--- config.mk ---
export PLATFORM = sky130hd
export DESIGN_NAME = bst_tap
export DESIGN_NICKNAME = d
export VERILOG_FILES = /design/src/rtl/bst_pkg.sv /design/src/rtl/bst_tap.sv
export SDC_FILE = /design/constraint.sdc
export NUM_CORES = 1
export LEC_CHECK = 0
export ABC_CLOCK_PERIOD_IN_PS = 1900
export BUFFER_PORTS_ARGS = -buffer_cell sky130_fd_sc_hd__buf_2
export CAP_MARGIN = 20
export CORE_MARGIN = 3
export CORE_UTILIZATION = 49
export CTS_CLUSTER_DIAMETER = 150
export DETAILED_ROUTE_END_ITERATION = 10
export GPL_TIMING_DRIVEN = 0
export PLACE_DENSITY = 0.69
export SLEW_MARGIN = 20
export SYNTH_ARGS = -nofsm -noshare
export SYNTH_HDL_FRONTEND = slang
export SYNTH_SLANG_ARGS = --single-unit
--- constraint.sdc ---
create_clock -name i_core_clk -period 1.9 [get_ports i_core_clk]
set_input_delay 0 -clock i_core_clk [delete_from_list [all_inputs] [get_ports i_core_clk]]
set_output_delay 0 -clock i_core_clk [all_outputs]
set_load 0.005 [all_outputs]
--- src/rtl/bst_pkg.sv ---
// Purpose: shared constants and types of the boundary scan test access port
// Assumes: tap pins are sampled by the core clock, which is much faster than tck
// Notes: identification field values are top-level parameters
package bst_pkg;
    localparam int IR_W = 5;
    localparam int ID_W = 32;
    localparam int BSR_LEN = 42;
    localparam int N_OUT = 3;
    localparam int N_IN = 3;

    localparam logic [IR_W-1:0] IR_EXTEST = 5'h00;
    localparam logic [IR_W-1:0] IR_SAMPLE = 5'h01;
    localparam logic [IR_W-1:0] IR_INT_SCAN = 5'h02;
    localparam logic [IR_W-1:0] IR_CLAMP = 5'h04;
    localparam logic [IR_W-1:0] IR_HIGHZ = 5'h05;
    localparam logic [IR_W-1:0] IR_MEMORY_SELFTEST = 5'h0A;
    localparam logic [IR_W-1:0] IR_IDCODE = 5'h0C;
    localparam logic [IR_W-1:0] IR_BYPASS = 5'h1F;
    // fixed pattern loaded when capturing the instruction register
    localparam logic [IR_W-1:0] IR_CAPTURE = 5'h01;

    // identification field positions
    localparam int ID_VER_LSB = 28;
    localparam int ID_PART_LSB = 12;
    localparam int ID_MAKER_LSB = 1;
    localparam logic ID_FIXED_BIT = 1'b1;

    // chain positions: three tristate_output_cell pins with their control cells,
    // three input cells; every other position is an internal cell
    localparam int OUT_CELL [N_OUT] = '{8, 12, 31};
    localparam int CTL_CELL [N_OUT] = '{9, 13, 32};
    localparam int IN_CELL [N_IN] = '{16, 18, 35};

    typedef enum logic [3:0] {
        TAP_RESET = 4'h0,
        TAP_IDLE = 4'h1,
        TAP_SEL_DR = 4'h3,
        TAP_CAP_DR = 4'h2,
        TAP_SHIFT_DR = 4'h6,
        TAP_EXIT1_DR = 4'h7,
        TAP_PAUSE_DR = 4'h5,
        TAP_EXIT2_DR = 4'h4,
        TAP_UPD_DR = 4'hC,
        TAP_SEL_IR = 4'hD,
        TAP_CAP_IR = 4'hF,
        TAP_SHIFT_IR = 4'hE,
        TAP_EXIT1_IR = 4'hA,
        TAP_PAUSE_IR = 4'hB,
        TAP_EXIT2_IR = 4'h9,
        TAP_UPD_IR = 4'h8
    } bst_tap_state_t;

    typedef enum logic [2:0] {
        DR_BYPASS = 3'h0,
        DR_BSR = 3'h1,
        DR_ID = 3'h2,
        DR_SCAN = 3'h3,
        DR_SELFTEST = 3'h4
    } bst_dr_sel_t;

    typedef struct packed {
        logic tck;
        logic tms;
        logic tdi;
        logic trst_n;
    } bst_jtag_in_t;

    localparam bst_jtag_in_t JTAG_IDLE = '{tck: 1'b0, tms: 1'b1, tdi: 1'b1, trst_n: 1'b1};
endpackage

--- src/rtl/bst_tap.sv ---
// Purpose: test access port with instruction, bypass, id and boundary registers
// Assumes: i_core_clk at least eight times the tck rate; tap pins asynchronous
// Notes: tck edges are found by sampling, so tdo lags the falling edge slightly
// What this block does
// - sixteen-state controller steps on each tck rise using sampled tms
// - system reset acts as power-on reset forcing test-logic-reset
// - five-bit instruction register picks the data register between tdi and tdo
// - every unassigned instruction code acts as bypass
// - extest selects boundary chain, drives pins from it, captures pins
// - sample selects boundary chain, captures pins, preload, pins stay normal
// - highz floats all chain outputs and selects bypass
// - clamp drives pins from boundary chain while bypass is shifted
// - idcode selects the 32-bit identification register
// - bypass is a single stage from tdi to tdo
// - id holds version, part number, maker code, and constant one in bit 0
// - chain covers signal pins only, never supply or test pins
// - chain uses input, tristate output, control and internal cells
// - boundary cells are test-only; in normal operation the outputs reach the pins one core cycle late
// - sample and extest capture pins and drivers in parallel on tck rise
`timescale 1ns/1ps
module bst_tap #(
    parameter logic [3:0] ID_VERSION = 4'h1,      // arbitrary value
    parameter logic [15:0] ID_PART = 16'hA5C3,    // arbitrary value
    parameter logic [10:0] ID_MAKER = 11'h2AA     // arbitrary value
) (
    input wire logic i_core_clk,
    input wire logic i_sys_rst,
    input wire bst_pkg::bst_jtag_in_t i_jtag,
    output logic o_tdo,
    output logic o_tdo_oe,
    input wire logic [bst_pkg::N_OUT-1:0] i_sys_out,
    input wire logic [bst_pkg::N_OUT-1:0] i_sys_oe,
    input wire logic [bst_pkg::N_IN-1:0] i_pin_in,
    output logic [bst_pkg::N_OUT-1:0] o_pin_out,
    output logic [bst_pkg::N_OUT-1:0] o_pin_oe
);
    import bst_pkg::*;

    localparam logic [ID_W-1:0] ID_VALUE = {ID_VERSION, ID_PART, ID_MAKER, ID_FIXED_BIT};

    bst_jtag_in_t sync1_q, sync2_q;
    logic tck_prev_q;
    logic [N_IN-1:0] pin1_q, pin2_q;
    bst_tap_state_t state_q;
    logic [IR_W-1:0] ir_sh_q, ir_q;
    logic bypass_q, scan_q, selftest_q;
    logic [ID_W-1:0] id_sh_q;
    logic [BSR_LEN-1:0] bsr_sh_q, bsr_upd_q, bsr_cap;
    logic tck_rise, tck_fall, tap_rst, tms, tdi, dr_lsb;
    bst_dr_sel_t dr_sel;

    // tck, tms, tdi, test reset and pins all pass two flops first
    always_ff @(posedge i_core_clk) begin
        if (i_sys_rst) begin
            sync1_q <= JTAG_IDLE;
            sync2_q <= JTAG_IDLE;
            tck_prev_q <= 1'b0;
        end else begin
            sync1_q <= i_jtag;
            sync2_q <= sync1_q;
            tck_prev_q <= sync2_q.tck;
        end
    end

    always_ff @(posedge i_core_clk) begin
        if (i_sys_rst) begin
            pin1_q <= '0;
            pin2_q <= '0;
        end else begin
            pin1_q <= i_pin_in;
            pin2_q <= pin1_q;
        end
    end

    assign tck_rise = sync2_q.tck & ~tck_prev_q;
    assign tck_fall = ~sync2_q.tck & tck_prev_q;
    assign tms = sync2_q.tms;
    assign tdi = sync2_q.tdi;
    assign tap_rst = i_sys_rst | ~sync2_q.trst_n;

    function automatic bst_tap_state_t tap_next(input bst_tap_state_t s, input logic m);
        case (s)
            TAP_RESET: tap_next = m ? TAP_RESET : TAP_IDLE;
            TAP_IDLE: tap_next = m ? TAP_SEL_DR : TAP_IDLE;
            TAP_SEL_DR: tap_next = m ? TAP_SEL_IR : TAP_CAP_DR;
            TAP_CAP_DR: tap_next = m ? TAP_EXIT1_DR : TAP_SHIFT_DR;
            TAP_SHIFT_DR: tap_next = m ? TAP_EXIT1_DR : TAP_SHIFT_DR;
            TAP_EXIT1_DR: tap_next = m ? TAP_UPD_DR : TAP_PAUSE_DR;
            TAP_PAUSE_DR: tap_next = m ? TAP_EXIT2_DR : TAP_PAUSE_DR;
            TAP_EXIT2_DR: tap_next = m ? TAP_UPD_DR : TAP_SHIFT_DR;
            TAP_UPD_DR: tap_next = m ? TAP_SEL_DR : TAP_IDLE;
            TAP_SEL_IR: tap_next = m ? TAP_RESET : TAP_CAP_IR;
            TAP_CAP_IR: tap_next = m ? TAP_EXIT1_IR : TAP_SHIFT_IR;
            TAP_SHIFT_IR: tap_next = m ? TAP_EXIT1_IR : TAP_SHIFT_IR;
            TAP_EXIT1_IR: tap_next = m ? TAP_UPD_IR : TAP_PAUSE_IR;
            TAP_PAUSE_IR: tap_next = m ? TAP_EXIT2_IR : TAP_PAUSE_IR;
            TAP_EXIT2_IR: tap_next = m ? TAP_UPD_IR : TAP_SHIFT_IR;
            TAP_UPD_IR: tap_next = m ? TAP_SEL_DR : TAP_IDLE;
            default: tap_next = TAP_RESET;
        endcase
    endfunction

    always_ff @(posedge i_core_clk) begin
        if (tap_rst) begin
            state_q <= TAP_RESET;
        end else if (tck_rise) begin
            state_q <= tap_next(state_q, tms);
        end
    end

    always_ff @(posedge i_core_clk) begin
        if (tap_rst) begin
            ir_sh_q <= IR_CAPTURE;
        end else if (tck_rise && state_q == TAP_CAP_IR) begin
            ir_sh_q <= IR_CAPTURE;
        end else if (tck_rise && state_q == TAP_SHIFT_IR) begin
            ir_sh_q <= {tdi, ir_sh_q[IR_W-1:1]};
        end
    end

    always_ff @(posedge i_core_clk) begin
        if (tap_rst || state_q == TAP_RESET) begin
            ir_q <= IR_IDCODE;
        end else if (tck_rise && state_q == TAP_UPD_IR) begin
            ir_q <= ir_sh_q;
        end
    end

    // decode; highz and clamp shift through bypass, unknown codes fall to bypass
    always_comb begin
        case (ir_q)
            IR_EXTEST, IR_SAMPLE: dr_sel = DR_BSR;
            IR_IDCODE: dr_sel = DR_ID;
            IR_INT_SCAN: dr_sel = DR_SCAN;
            IR_MEMORY_SELFTEST: dr_sel = DR_SELFTEST;
            default: dr_sel = DR_BYPASS;
        endcase
    end

    // internal cells see core nodes outside this block, so they capture zero
    always_comb begin
        bsr_cap = '0;
        for (int k = 0; k < N_OUT; k++) begin
            bsr_cap[OUT_CELL[k]] = i_sys_out[k];
            bsr_cap[CTL_CELL[k]] = i_sys_oe[k];
        end
        for (int k = 0; k < N_IN; k++) begin
            bsr_cap[IN_CELL[k]] = pin2_q[k];
        end
    end

    always_ff @(posedge i_core_clk) begin
        if (tap_rst) begin
            bypass_q <= 1'b0;
            scan_q <= 1'b0;
            selftest_q <= 1'b0;
        end else if (tck_rise && state_q == TAP_CAP_DR) begin
            bypass_q <= 1'b0;
            scan_q <= 1'b0;
            selftest_q <= 1'b0;
        end else if (tck_rise && state_q == TAP_SHIFT_DR) begin
            if (dr_sel == DR_BYPASS) bypass_q <= tdi;
            if (dr_sel == DR_SCAN) scan_q <= tdi;
            if (dr_sel == DR_SELFTEST) selftest_q <= tdi;
        end
    end

    always_ff @(posedge i_core_clk) begin
        if (tap_rst) begin
            id_sh_q <= ID_VALUE;
        end else if (tck_rise && state_q == TAP_CAP_DR && dr_sel == DR_ID) begin
            id_sh_q <= ID_VALUE;
        end else if (tck_rise && state_q == TAP_SHIFT_DR && dr_sel == DR_ID) begin
            id_sh_q <= {tdi, id_sh_q[ID_W-1:1]};
        end
    end

    always_ff @(posedge i_core_clk) begin
        if (tap_rst) begin
            bsr_sh_q <= '0;
        end else if (tck_rise && state_q == TAP_CAP_DR && dr_sel == DR_BSR) begin
            bsr_sh_q <= bsr_cap;
        end else if (tck_rise && state_q == TAP_SHIFT_DR && dr_sel == DR_BSR) begin
            bsr_sh_q <= {tdi, bsr_sh_q[BSR_LEN-1:1]};
        end
    end

    // preload under sample lands here without touching the pins
    always_ff @(posedge i_core_clk) begin
        if (tap_rst) begin
            bsr_upd_q <= '0;
        end else if (tck_rise && state_q == TAP_UPD_DR && dr_sel == DR_BSR) begin
            bsr_upd_q <= bsr_sh_q;
        end
    end

    // one core cycle of latency on pins, traded for flop-driven outputs
    for (genvar k = 0; k < N_OUT; k++) begin : g_pin
        always_ff @(posedge i_core_clk) begin
            if (i_sys_rst) begin
                o_pin_out[k] <= 1'b0;
                o_pin_oe[k] <= 1'b0;
            end else begin
                case (ir_q)
                    IR_EXTEST, IR_CLAMP: begin
                        o_pin_out[k] <= bsr_upd_q[OUT_CELL[k]];
                        o_pin_oe[k] <= bsr_upd_q[CTL_CELL[k]];
                    end
                    IR_HIGHZ: begin
                        o_pin_out[k] <= i_sys_out[k];
                        o_pin_oe[k] <= 1'b0;
                    end
                    default: begin
                        o_pin_out[k] <= i_sys_out[k];
                        o_pin_oe[k] <= i_sys_oe[k];
                    end
                endcase
            end
        end
    end

    always_comb begin
        case (dr_sel)
            DR_BSR: dr_lsb = bsr_sh_q[0];
            DR_ID: dr_lsb = id_sh_q[0];
            DR_SCAN: dr_lsb = scan_q;
            DR_SELFTEST: dr_lsb = selftest_q;
            default: dr_lsb = bypass_q;
        endcase
    end

    // tdo changes on the falling edge so the tester samples it stable
    always_ff @(posedge i_core_clk) begin
        if (tap_rst) begin
            o_tdo <= 1'b0;
            o_tdo_oe <= 1'b0;
        end else if (tck_fall) begin
            o_tdo <= (state_q == TAP_SHIFT_IR) ? ir_sh_q[0] : dr_lsb;
            o_tdo_oe <= (state_q == TAP_SHIFT_IR) || (state_q == TAP_SHIFT_DR);
        end
    end
endmodule

[Word level (Yosys, flattened, before mapping)]
Index checks and enable logic that the tools add are counted.
Word-level totals
  input bits: 15
  logic and storage cells: 113
  flip-flop bits (word level): 147
  output and inout port bits: 8
Cells by class
  bitwise operators: 6
  equality and inequality tests: 25
  reductions and logical operators: 29
  mux-type cells: 24
Operators by type and width (number)
  2-to-1 mux 36 bit: 2
  case mux 4 bit (12 select lines): 1
  equality test 4 bit (second input constant): 8
  equality test 4 x 3 -> 1 bit (second input constant): 4
  2-to-1 mux 4 bit: 4
  OR reduction 2 bit: 8
  case mux 3 bit (4 select lines): 1
  logical AND 1 bit: 11
  equality test 5 x 3 -> 1 bit (second input constant): 2
  equality test 5 x 4 -> 1 bit (second input constant): 2
  equality test 4 x 2 -> 1 bit (second input constant): 2
  2-to-1 mux 1 bit: 7
  equality test 3 x 2 -> 1 bit (second input constant): 2
  2-to-1 mux 2 bit: 3
  2-to-1 mux 3 bit: 2
  case mux 1 bit (2 select lines): 3
  AND reduction 2 bit: 3
  equality test 5 x 1 -> 1 bit (second input constant): 1
  equality test 5 x 2 -> 1 bit (second input constant): 1
  logical NOT 5 bit: 1
  equality test 4 x 1 -> 1 bit (second input constant): 1
  logical NOT 4 bit: 1
  case mux 1 bit (4 select lines): 1
  equality test 3 x 1 -> 1 bit (second input constant): 1
  8 further kinds: 12

[Longest topological paths before layout]
Gate-level depths: netlist of run 1.
  word-level depth: 7
  gate-level depth with buffers: 7
  mapped depth without buffers: 4

[Worst setup path before layout of run 1]
OpenSTA, ideal clock, no wires.
  path kind: reg-to-reg
  start: reg state_q[3]
  end: reg id_sh_q[10]
  data required time: 1.763 ns
  setup time: 0.137 ns
  clock period less this slack: 1.818 ns
  stages on the path, launching flop included: 8
  slack: 0.082 ns
  path buffers: 3
  arrival time: 1.681 ns
  cells stage by stage: dfxtp_1 buf_6 or3b_4 or4_1 buf_2 buf_6 nand2_1 nand3_1
Between the ends
  cells in the longest elaborated chain, start to end: 4
  elaborated cells between the ends (all ways): 7
  classes of those cells: eq/ne: 2; reduce/logical: 5
Ends and longest elaborated chain
  start: declaration: line bst_tap.sv:44  | bst_tap_state_t state_q;
  start signal: assignment: line bst_tap.sv:107  | state_q <= tap_next(state_q, tms);
  equality test 4 x 2 -> 1 bit: line bst_tap.sv:171  | end else if (tck_rise && state_q == TAP_CAP_DR && dr_sel == DR_ID) begin
  logical AND 1 bit (2 in a row): line bst_tap.sv:171
  OR reduction 2 bit (no line)
  end signal: assignment: line bst_tap.sv:174  | id_sh_q <= {tdi, id_sh_q[ID_W-1:1]};
  end: declaration: line bst_tap.sv:47  | logic [ID_W-1:0] id_sh_q;
Parallel ways exist; a longest one is shown, timed or not.
A chain may end at the register's enable or synchronous reset.

[Worst setup path in the final report of run 1]
  start: reg state_q[3]
  end: reg id_sh_q[18]
Same word-level chain as after synthesis.

==> results by stage, run 1 <==
STA:
- The number of endpoints with negative hold slack in the final report is 0.
- Across the routed clock network, the largest skew measured is just under 10 ps.
- Setup violations remaining at the end of the flow were counted as 14.
- The part of the cycle the worst path needs is 1.02.
- Derived from the worst setup path, the maximum achievable clock frequency is 516 MHz.
- Setup repair after global routing could not meet its margin everywhere.
- Setup slack on the critical path of the routed design comes to -38.1 ps.
- Final hold analysis gives a worst-case slack of 209 ps.
- The smallest clock period supported by the final layout is computed as 1940 ps.
- The number of max-slew violations in the final report came to 0.
- The worst pin sits at a relative slew slack of 0.370.
- The transition time at the pin with the least slew margin is 937 ps.

Floorplan:
- The initial utilization of the core area, before any placement, comes to 0.519.
- In this run the vertical extent of the chip is 103 um.
- The placeable core region is roughly 8900 um2.
- The die width is 103 um.
- The initialized floorplan defines 34 standard-cell rows.
- 23 I/O pins were placed.
- The die covers 10700 um2.

Logic synthesis:
- The synthesized design contains 0 enable-type register cells.
- Of all flip-flops after synthesis, the portion carrying an async set or reset was 0.
- The number of distinct library cells after synthesis is 46.
- The biggest area contributor in the post-synthesis netlist is dfxtp_1.
- The sequential area share after synthesis is 0.518.
- By area the synthesized netlist is led by dfxtp_1 (52%), nand2_1 (11%), mux2i_1 (6.5%).
- After synthesis, the mean cell area works out to about 8.6 um2.
- The most used flip-flop cell after synthesis is dfxtp_1.
- The post-synthesis instance area is 4640 um2.
- The area share of the leading cell type in the synthesized netlist is 0.518.
- Counting flops and latches in the post-synthesis netlist gives between 100 and 150.
- Counting every instance in the synthesized netlist gives 540.
- The warning count from the yosys run is 0.
- The net count after synthesis is 555.

Hold path:
- The class of the tightest hold or removal check is primary input to flip-flop.

Setup path:
- The kind of launch point of the worst setup path is a flip-flop.
- In this run the worst path has a maximum fanout of 7.
- The worst setup path is of the flip-flop to flip-flop kind.
- At the worst endpoint, the arrival time is around 2300 ps.
- At the worst endpoint, the required time is 2280 ps.
- STA classifies the critical path endpoint as a flip-flop.

Run status:
- The run finished, with violations left.
- The checks that failed: setup timing.

Route:
- The total via count in the routed design is 3927.
- Dividing the detail-routed wire length by the instance count gives between 10 and 15 um.
- The routed wire length is 10.4 mm.
- The detail route stage leaves a number of antenna-violating nets equal to 0.
- The detailed router finished its first iteration with 141 violations.
- Using the TritonRoute via totals, the vias-per-cell ratio works out to 5.42.
- The number of detailed-routing iterations run before antenna repair is 4.
- The number of remaining DRC errors is 0.

Place:
- The placed instances occupy a cell area of roughly 5000 um2.
- The detailed placer's ending HPWL is 6.60 mm.
- The count of input and output buffers is 22.
- In this run, placement finished with an instance count of 670.
- At the end of routability-driven placement, the weighted congestion stood at 0.815.

Clock network:
- The clock insertion delay at the later pin of the skew report is 510 ps.
- After clock tree synthesis, the clock-pin slew on the worst setup and hold paths is 60 ps.
- The clock tree synthesis step divided the H-tree into 4 levels.
- The root buffer cell chosen for the clock tree is clkbuf_8.
- TritonCTS built the clock tree.
- In this run the deepest clock path goes through 2 buffers.
- The CTS buffer count is 17.
- The clock drives 120 sinks.

Cells and area:
- With fillers left out, the area of the finished cells amounts to 5880 um2.
- In the final design database the tool counted 618 nets.
- The area growth from synthesis to layout is 26.9%.
- The antenna diode instance count is 0.
- The fill cell instance count of the final layout is 718.
- In the final layout, the share of cells above drive strength 1 is 0.200.
- The count of cells in the finished layout, fillers not included, comes to 724.

Global routing:
- The number of antenna violations at the first check in global routing is 0.
- The pin count of the biggest net entering global routing is 17.
- The wire length of the first global-routing pass is 16.9 mm.
- The number of global-route vias before repair was 3633.
- For this run the aggregate overflow at the end of global routing stands at 0.
- The overall routing resource usage is 0.203.

Job:
- The number of max-capacitance violations reported is 0.

Power:
- The maximum VDD drop is 0.000613 V.
- In this run the power density over the cells is 980 nW/um2.
- The analysis attributes to cell leakage a power of 2.32 nW.
- Total power for the finished layout comes to a little under 0.006 W.
==> path summary, 6_finish.rpt <==
path / from / to / slack, ps / cells after the start
setup / recovery: state_q[3]$_SDFFE_PP0P_ / id_sh_q[18]$_SDFFE_PP1P_ / -40 / 6
hold / removal: i_jtag[2] / sync1_q[2]$_SDFF_PP1_ / 210 / 3
setup reg to reg: state_q[3]$_SDFFE_PP0P_ / id_sh_q[18]$_SDFFE_PP1P_ / -40 / 6
hold reg to reg: sync1_q[0]$_SDFF_PP1_ / sync2_q[0]$_SDFF_PP1_ / 420 / 1
==> routing by layer <==
layer  track usage  share of wire  vias up  wire length [um]
li1              -              -     1958                 -
met1         0.260           0.45     1883              4690
met2         0.327           0.50       72              5170
met3        0.0490          0.038       14               396
met4        0.0867          0.013        0               136
met5             0              0        -                 0
==> report_power, final <==
| part | switching (W) | internal (W) | leakage, nW |
|---|---|---|---|
| combinational | 0.0000896 | 0.0000684 | 1.07 |
| clock | 0.00127 | 0.00179 | 0.276 |
| sequential | 0.00000837 | 0.00254 | 0.972 |
==> cell usage in the layout, fill, tap and decap left out, drive strengths merged, types with 3 or more instances in the layout <==
cell,netlist,layout
nor3b,3,3
nor4,4,4
nand2b,4,4
nor3,5,5
nand2,136,136
clkbuf,17,39
clkinv,0,3
and2,3,3
nor2b,15,15
a211oi,9,9
a21oi,55,55
nand3,19,19
or2,7,7
dfxtp,120,120
inv,4,13
nor2,43,43
dlygate4sd3,0,14
mux2i,30,30
nand4,5,5
o21ai,11,11
buf,19,44
a22oi,3,3
==> state kept, by name, summed over array words and instances (netlist names), 2 cells and up <==
signal     count
state_q        4
pin2_q         3
o_pin_oe       3
bsr_sh_q      42
ir_sh_q        5
ir_q           5
sync1_q        4
sync2_q        2
bsr_upd_q      6
pin1_q         3
o_pin_out      3
id_sh_q       32
==> cell families after synthesis <==
logic type / count (synthesis) / share of synthesized area
and+or+nand+nor: 259 / 0.260
AOI/OAI and AO/OA: 91 / 0.114
buffers and inverters: 40 / 0.0429
muxes: 30 / 0.0648
DFF: 120 / 0.518
==> worst max-delay path, cell delays in order, from the launching register on <==
cell and delay [ps]:
dfxtp_2 320, buf_6 120, or3b_4 430, or4_4 600
clkbuf_16 200, nand2_1 70, nand3_1 70
==> stage by stage <==
stage / worst slack, ps / TNS (ps) / utilization
4_1_cts: 6.07 / 0 / 0.634
5_1_grt: -65.0 / -2070 / 0.659
3_5_place_dp: -246 / -8100 / 0.546
3_3_place_gp: -212 / -6790 / 0.546
2_1_floorplan: 82.3 / 0 / -
6_report: -38.1 / -214 / 0.659
==> cell usage after synthesis, types with 2 or more instances <==
cell	count
nand4_1	5
nor3b_1	3
nor4b_1	2
dfxtp_1	120
mux2i_1	30
or2_2	7
buf_6	4
a21oi_1	55
a211oi_1	9
nor2_1	43
inv_1	4
nor4_2	3
a21o_1	2
and2_1	3
nor2b_1	15
o21ai_0	10
nand3b_1	2
buf_2	15
or4_1	2
clkbuf_1	17
nand2b_1	4
nand2_1	136
nand3_1	19
a22oi_1	3
nand4b_1	2
nor3_1	4
and3_1	2
==> repair_timing <==
action | 4_1_cts | 5_1_grt
cloned | 0 | 3
pin swaps | 3 | 14
hold endpoints to repair | 20 | 0
gates resized for setup | 11 | 47
hold buffers | 14 | 0
buffers inserted | 2 | 5
setup endpoints to repair | 75 | 69
==> cell type report <==
| type | count | area [um2] | area share |
|---|---|---|---|
| Inverter | 4 | 15.0 | 0.00255 |
| Tap cell | 108 | 135 | 0.0230 |
| Buffer | 34 | 209 | 0.0355 |
| Clock buffer | 17 | 414 | 0.0704 |
| Clock inverter | 15 | 158 | 0.0268 |
| Sequential cell | 120 | 2410 | 0.409 |
| Multi-Input combinational cell | 380 | 2190 | 0.372 |
| Timing Repair Buffer | 46 | 358 | 0.0608 |
Power figures use the tool's default switching activity.
==> inputs of run 2 (changes only) <==
--- a/config.mk
+++ b/config.mk
@@ -12,3 +12,2 @@
 export CORE_UTILIZATION = 49
-export CTS_CLUSTER_DIAMETER = 150
 export DETAILED_ROUTE_END_ITERATION = 10
@@ -16,2 +15,3 @@
 export PLACE_DENSITY = 0.69
+export SKIP_CTS_REPAIR_TIMING = 1
 export SLEW_MARGIN = 20
--- a/constraint.sdc
+++ b/constraint.sdc
@@ -3,2 +3,2 @@
 set_output_delay 0 -clock i_core_clk [all_outputs]
-set_load 0.005 [all_outputs]
+set_load 0.02 [all_outputs]
==> results by stage, run 2 (synthesis gave the netlist of run 1 again) <==
Place:
- Summed over all nets, the half-perimeter wirelength after detailed placement is 6.60 mm.
- Routability-driven placement finished with a final weighted congestion of 0.815.
- The number of placed instances, taps included, is 670.
- In this run the tool buffered the top-level ports with 22 buffer cells.

Route:
- The routed wire length per instance is 14.4 um.
- The number of detailed-routing iterations run before antenna repair is 4.
- Dividing the detail-routed via count by the number of cells gives 5.44.
- The total via count in the routed design is 3942.
- The number of routed nets with antenna violations is 0.
- The routed design has ~10 mm of wire.
- After detailed routing, the number of remaining DRC violations is 0.
- For this block, the initial DRC count from the detailed router was 133.

STA:
- Setup repair after global routing could not meet its margin everywhere.
- The number of endpoints with negative hold slack in the final report is 0.
- On the final layout, the worst hold slack is ~210 ps.
- At the pin with the least slew margin, the transition time is 950 ps.
- The setup-violating endpoint count in the final report is 28.
- Once routing completed, OpenROAD measured the worst setup slack at -73.4 ps.
- Across the routed clock network, the largest skew measured is around 11 ps.
- The relative slew slack is 0.362.
- The number of max-slew violations in the final report was 0.
- The post-layout minimum cycle time is approximately 2000 ps.
- The part of the cycle the worst path needs is 1.04.
- For this run, the top clock speed supported by timing is slightly above 500 MHz.

Clock network:
- The tree built by TritonCTS fans out to 120 sinks.
- The H-tree depth reported by CTS is 4.
- The clock-pin slew reported for the worst setup and hold paths after clock tree synthesis is 60 ps.
- The CTS root buffer is clkbuf_8.
- In this run, CTS created clock tree buffers numbering 17.
- TritonCTS built the clock tree.
- The clock insertion delay at the later pin of the skew report is around 520 ps.
- The clock passes through at most 2 buffers.

Cells and area:
- The fraction of the core area covered by cells at the end of the flow is 0.655.
- In the final layout, the registers with the most flip-flops are bsr_sh_q: 42 flops, id_sh_q: 32 flops, bsr_upd_q: 6 flops.
- Ranked by flip-flop count, first place goes to bsr_sh_q.
- The library cell used most frequently in the layout, excluding fill and tap cells, is nand2_1.
- The antenna diode instance count is 0.
- The share of layout cells above drive strength 1 is 0.203.
- Leaving out filler cells and counting taps, the final layout contains approximately 720.
- Compared with the post-synthesis result, the final layout area differs by 26.3%.
- The register with the most flip-flops in the layout has 42 of them.
- In the layout the commonest cells are nand2_1 (122), dfxtp_1 (115), a21oi_1 (54), nor2_1 (43), mux2i_1 (30).
- The net count of the finished layout is between 600 and 700.

Global routing:
- After global routing the overflow that remains totals 0.
- The number of global-route vias before repair is 3508.
- The number of antenna violations at the first check in global routing came to 0.
- The overall routing resource usage is 0.197.
- The first global-routing pass estimated 16.4 mm of wire.
- The pin count of the biggest net entering global routing is 17.

Floorplan:
- The area enclosed by the die boundary is 10700 um2.
- The initial utilization of the core area, before any placement, comes to 0.519.
- The standard-cell row count is 34.
- The number of I/O pins is 23.
- The floorplan step set the die height to just over 100 um.
- The placeable core region is between 8000 and 9000 um2.
- In this run the horizontal extent of the chip is 103 um.

Setup path:
- At the worst endpoint, the required time is 2290 ps.
- The worst register-to-register path has a depth of 7.
- The kind of launch point of the worst setup path is a flip-flop.
- The critical path is of the flip-flop to flip-flop type.
- STA puts the critical path data arrival time at roughly 2400 ps.
- Along the worst path, the maximum fanout reaches 7.
- STA classifies the critical path endpoint as a flip-flop.

Power:
- The maximum VDD drop is 0.000613 V.
- The power per standard cell area is 987 nW/um2.
- The leakage power is 2.32 nW.

Job:
- The number of max-capacitance violations reported is 0.

Run status:
- The run finished, with violations left.
- The final reports fail on setup timing.

Hold path:
- The tightest min-delay check is of the primary input to flip-flop type.
- The cell depth of the worst min-delay path is 3.
## run 2: changes by cell type in the layout (fill, tap and decap cells not counted), moves of 2 or more
cell     delta
buf_4       -5
buf_6       +2
nand2_4     -5
nand2_1     -4
nand2_2     +9
a21oi_1     +4
dfxtp_1     -2
a21oi_2     -4
dfxtp_2     +2
## run 2: critical path, cell delays in order (launching register included)
cell       delay [ps]
dfxtp_2           320
buf_6             120
or3b_4            420
or4_4             520
buf_8             170
clkbuf_16         160
nand2_2            60
nand3_1            70
## run 2: cell type report
type                       instances  area, um2
buffer                            34        218
clock buffer                      17        414
clock inverter                    15        158
fill                             733       3080
inverter                           4       15.0
multi-input combinational        380       2150
sequential                       120       2410
tap                              108        135
timing repair buffer              46        362
## run 2: worst paths after layout
kind / startpoint / slack, ps / end
setup / recovery: state_q[3]$_SDFFE_PP0P_ / -70 / id_sh_q[25]$_SDFFE_PP1P_
hold / removal: i_jtag[2] / 210 / sync1_q[2]$_SDFF_PP1_
hold reg to reg: sync1_q[2]$_SDFF_PP1_ / 420 / tms$_SDFF_PP1_
setup reg to reg: state_q[3]$_SDFFE_PP0P_ / -70 / id_sh_q[25]$_SDFFE_PP1P_
## run 2: per-stage QoR
| step | power (W) | TNS (ps) | setup WS [ps] | instance area, um2 |
|---|---|---|---|---|
| floorplan | 0.00268 | 0 | 82.3 | 4640 |
| global placement | 0.00273 | -6790 | -212 | 4880 |
| detailed placement | 0.00274 | -8100 | -246 | 4880 |
| CTS | 0.00580 | -8900 | -261 | 5450 |
| global route | 0.00596 | -2520 | -114 | 5860 |
| finish | 0.00578 | -1130 | -73.4 | 5860 |
## run 2: where the power goes
| part | internal [W] | switching, W |
|---|---|---|
| sequential | 0.00254 | 0.00000843 |
| clock | 0.00179 | 0.00128 |
| combinational | 0.0000680 | 0.0000972 |
| total | 0.00439 | 0.00138 |
## run 2: routing by layer
layer	vias up	track usage	part of all wire
met5	-	0	0
met4	0	0.0827	0.016
met3	16	0.0510	0.029
met2	71	0.312	0.50
met1	1899	0.255	0.46
li1	1956	-	-
==> inputs of run 3 (changes only) <==
CORE_UTILIZATION = 54   (was 49)
PLACE_DENSITY = 0.78   (was 0.69)
==> results by stage, run 3 (synthesis gave the netlist of run 1 again) <==
Run status:
- The run finished, with violations left.
- The checks that failed: setup timing.

STA:
- Based on the critical path, the design can be clocked at up to 513 MHz.
- The relative slew slack is 0.436.
- Of the available clock period, the critical path in the final layout requires 1.03.
- The minimum setup slack in the final design is -47.6 ps.
- The number of endpoints with negative hold slack in the final report is 0.
- Setup repair after global routing could not meet its margin everywhere.
- The worst setup skew after layout is 9.86 ps.
- The tightest hold path in the finished design has a slack of 196 ps.
- The transition time at the pin with the least slew margin is 840 ps.
- The final sum of negative setup slack is -317 ps.
- The setup-violating endpoint count in the final report is 19.
- The post-layout minimum cycle time is 1950 ps.
- The number of max-slew violations in the final report is 0.

Route:
- The total via count in the routed design is 3954.
- The mean number of vias per cell is 5.45.
- The first TritonRoute pass finished after 5 iterations.
- Dividing the detail-routed wire length by the instance count gives 14.9 um.
- The number of routed nets with antenna violations is 0.
- After detailed routing, the number of remaining DRC violations is 0.
- Summed over all layers, the routed wires come to between 10 and 15 mm.
- The starting DRC count in detailed routing is 183.

Cells and area:
- The area growth from synthesis to layout is 30.2%.
- The top cell types in the final layout, fill and taps aside, are nand2_1 (117), dfxtp_1 (117), a21oi_1 (52), nor2_1 (43), buf_2 (31).
- The largest registers in the layout are bsr_sh_q: 42 flops, id_sh_q: 32 flops, bsr_upd_q: 6 flops.
- Excluding fillers, the count of instances in the completed layout stands at roughly 730.
- Of the cells placed in the final design, the portion with a size suffix greater than 1 is 0.231.
- The net total in the final layout is 622.
- The antenna diode instance count is 0.
- The register with the most flip-flops in the layout has 42 of them.
- The register with the highest flop count is bsr_sh_q.

Power:
- The leakage power is 2.36 nW.
- Across the VDD grid, the largest voltage drop is 0.000663 V.
- Cell internal power was estimated by the tool at between 0.004 and 0.005 W.
- For this design the ratio of total power to cell area is 979 nW/um2.
- Of the total power, the share spent switching nets is 0.234.
- The part of the total power dissipated in the clock network is 0.540.
- For this design the total switching power over the nets is 0.00138 W.
- The sequential share of power is 0.431.
- Of the total power, combinational logic draws 0.029.
- The total power is 0.00591 W.

Setup path:
- The cell at the slowest stage of the critical path is or4_4.
- STA classifies the critical path startpoint as a flip-flop.
- Data on the critical path is required at its endpoint by 2300 ps.
- Along the worst path, the maximum fanout reaches 8.
- In this run the register-to-register setup slack is -50 ps.
- The number of buffer and inverter instances along the worst setup path is 3.
- The delay of the slowest cell on the worst path is 510 ps.
- The kind of cell with the highest combined delay along the critical path is simple AND/OR/NAND/NOR gates.
- The worst setup path is captured at a flip-flop.
- Data on the critical path arrives at its endpoint at between 2000 and 2500 ps.
- The critical path in this run is classified as flip-flop to flip-flop.
- The signal on the critical path passes through buf_6, or3b_4, or4_4, buf_12, clkbuf_16, nand2_1, a21oi_1.

Job:
- The number of max-capacitance violations reported is 0.

Floorplan:
- The initialized floorplan defines 33 standard-cell rows.
- The effective utilization at floorplan is 0.561.
- In this run the horizontal extent of the chip is between 90 and 100 um.
- The die covers 9730 um2.
- The placeable core region is 8260 um2.
- The die is between 90 and 100 um tall.
- Pin placement for this block handled 23 I/O pins.

Place:
- The detailed placer's ending HPWL is 6.43 mm.
- The count of input and output buffers is 22.
- Counting tap cells, the placed design contains a total of about 670 instances.
- The congestion estimate from routability-driven global placement came to 0.857.

Global routing:
- The remaining global-route overflow is 0.
- Entering global routing, the biggest net connects 17 pins.
- The overall routing resource usage is 0.209.
- In the global route stage, met1 resource usage came out at 0.261.
- The first global-routing pass estimated 16.6 mm of wire.
- The met3 demand-to-capacity share in global routing is 0.0580.
- For met2 alone, demand over resource in global routing was 0.336.
- The number of antenna violations at the first check in global routing came to 0.
- The number of global-route vias before repair is between 3000 and 4000.
- In this run the most used layer during global routing was met2.

Clock network:
- After clock tree synthesis, the clock-pin slew on the worst setup and hold paths is roughly 60 ps.
- The longest clock path from root to sink contains 2 buffers.
- The CTS buffer count is 17.
- The H-tree depth reported by CTS is 4.
- Counting every sink on the clock net gives 120.
- The CTS root buffer is clkbuf_8.
- The CTS tree is done.
- For the worst-skew pair, the clock arrives at the later sink with an insertion delay of 520 ps.

Hold path:
- The class of the tightest hold or removal check is primary input to flip-flop.
[run 3: worst register-to-register path, cell delays in order (launching register included)]
cell       delay, ps
dfxtp_2          320
buf_6            120
or3b_4           410
or4_4            510
buf_12           170
clkbuf_16        160
nand2_1           80
a21oi_1           70
[run 3: metrics by stage]
step	util	instance area, um2	setup WS [ps]
floorplan	-	4640	82.3
global placement	0.591	4880	-188
detailed placement	0.591	4880	-212
CTS	0.662	5470	-233
global route	0.731	6030	-86.3
finish	0.731	6030	-47.6
[run 3: power by group through the flow]
stage / sequential, W / combinational (W) / clock [W]
after floorplan: 0.00261 / 0.0000734 / 0
after global placement: 0.00260 / 0.000131 / 0
after detailed placement: 0.00260 / 0.000134 / 0
after CTS: 0.00255 / 0.000134 / 0.00321
after global routing: 0.00255 / 0.000186 / 0.00335
final: 0.00255 / 0.000170 / 0.00319
[run 3: worst paths after layout]
| kind | from | endpoint | cells after the start |
|---|---|---|---|
| setup / recovery | state_q[3]$_SDFFE_PP0P_ | id_sh_q[24]$_SDFFE_PP0P_ | 7 |
| hold / removal | i_jtag[1] | sync1_q[1]$_SDFF_PP1_ | 3 |
| setup reg to reg | state_q[3]$_SDFFE_PP0P_ | id_sh_q[24]$_SDFFE_PP0P_ | 7 |
| hold reg to reg | sync1_q[2]$_SDFF_PP1_ | tms$_SDFF_PP1_ | 1 |
[run 3: layer usage]
layer | routed length (um) | vias to the layer above
met2 | 5240 | 77
met5 | 0 | -
met4 | 303 | 0
li1 | - | 1965
met3 | 339 | 25
met1 | 4900 | 1887
[run 3: layout make-up]
cell class	count	area [um2]
buffer	35	225
clock buffer	17	414
clock inverter	15	179
fill	550	2220
inverter	4	15.0
multi-input combinational	380	2260
sequential	120	2410
tap	105	131
timing repair buffer	49	400
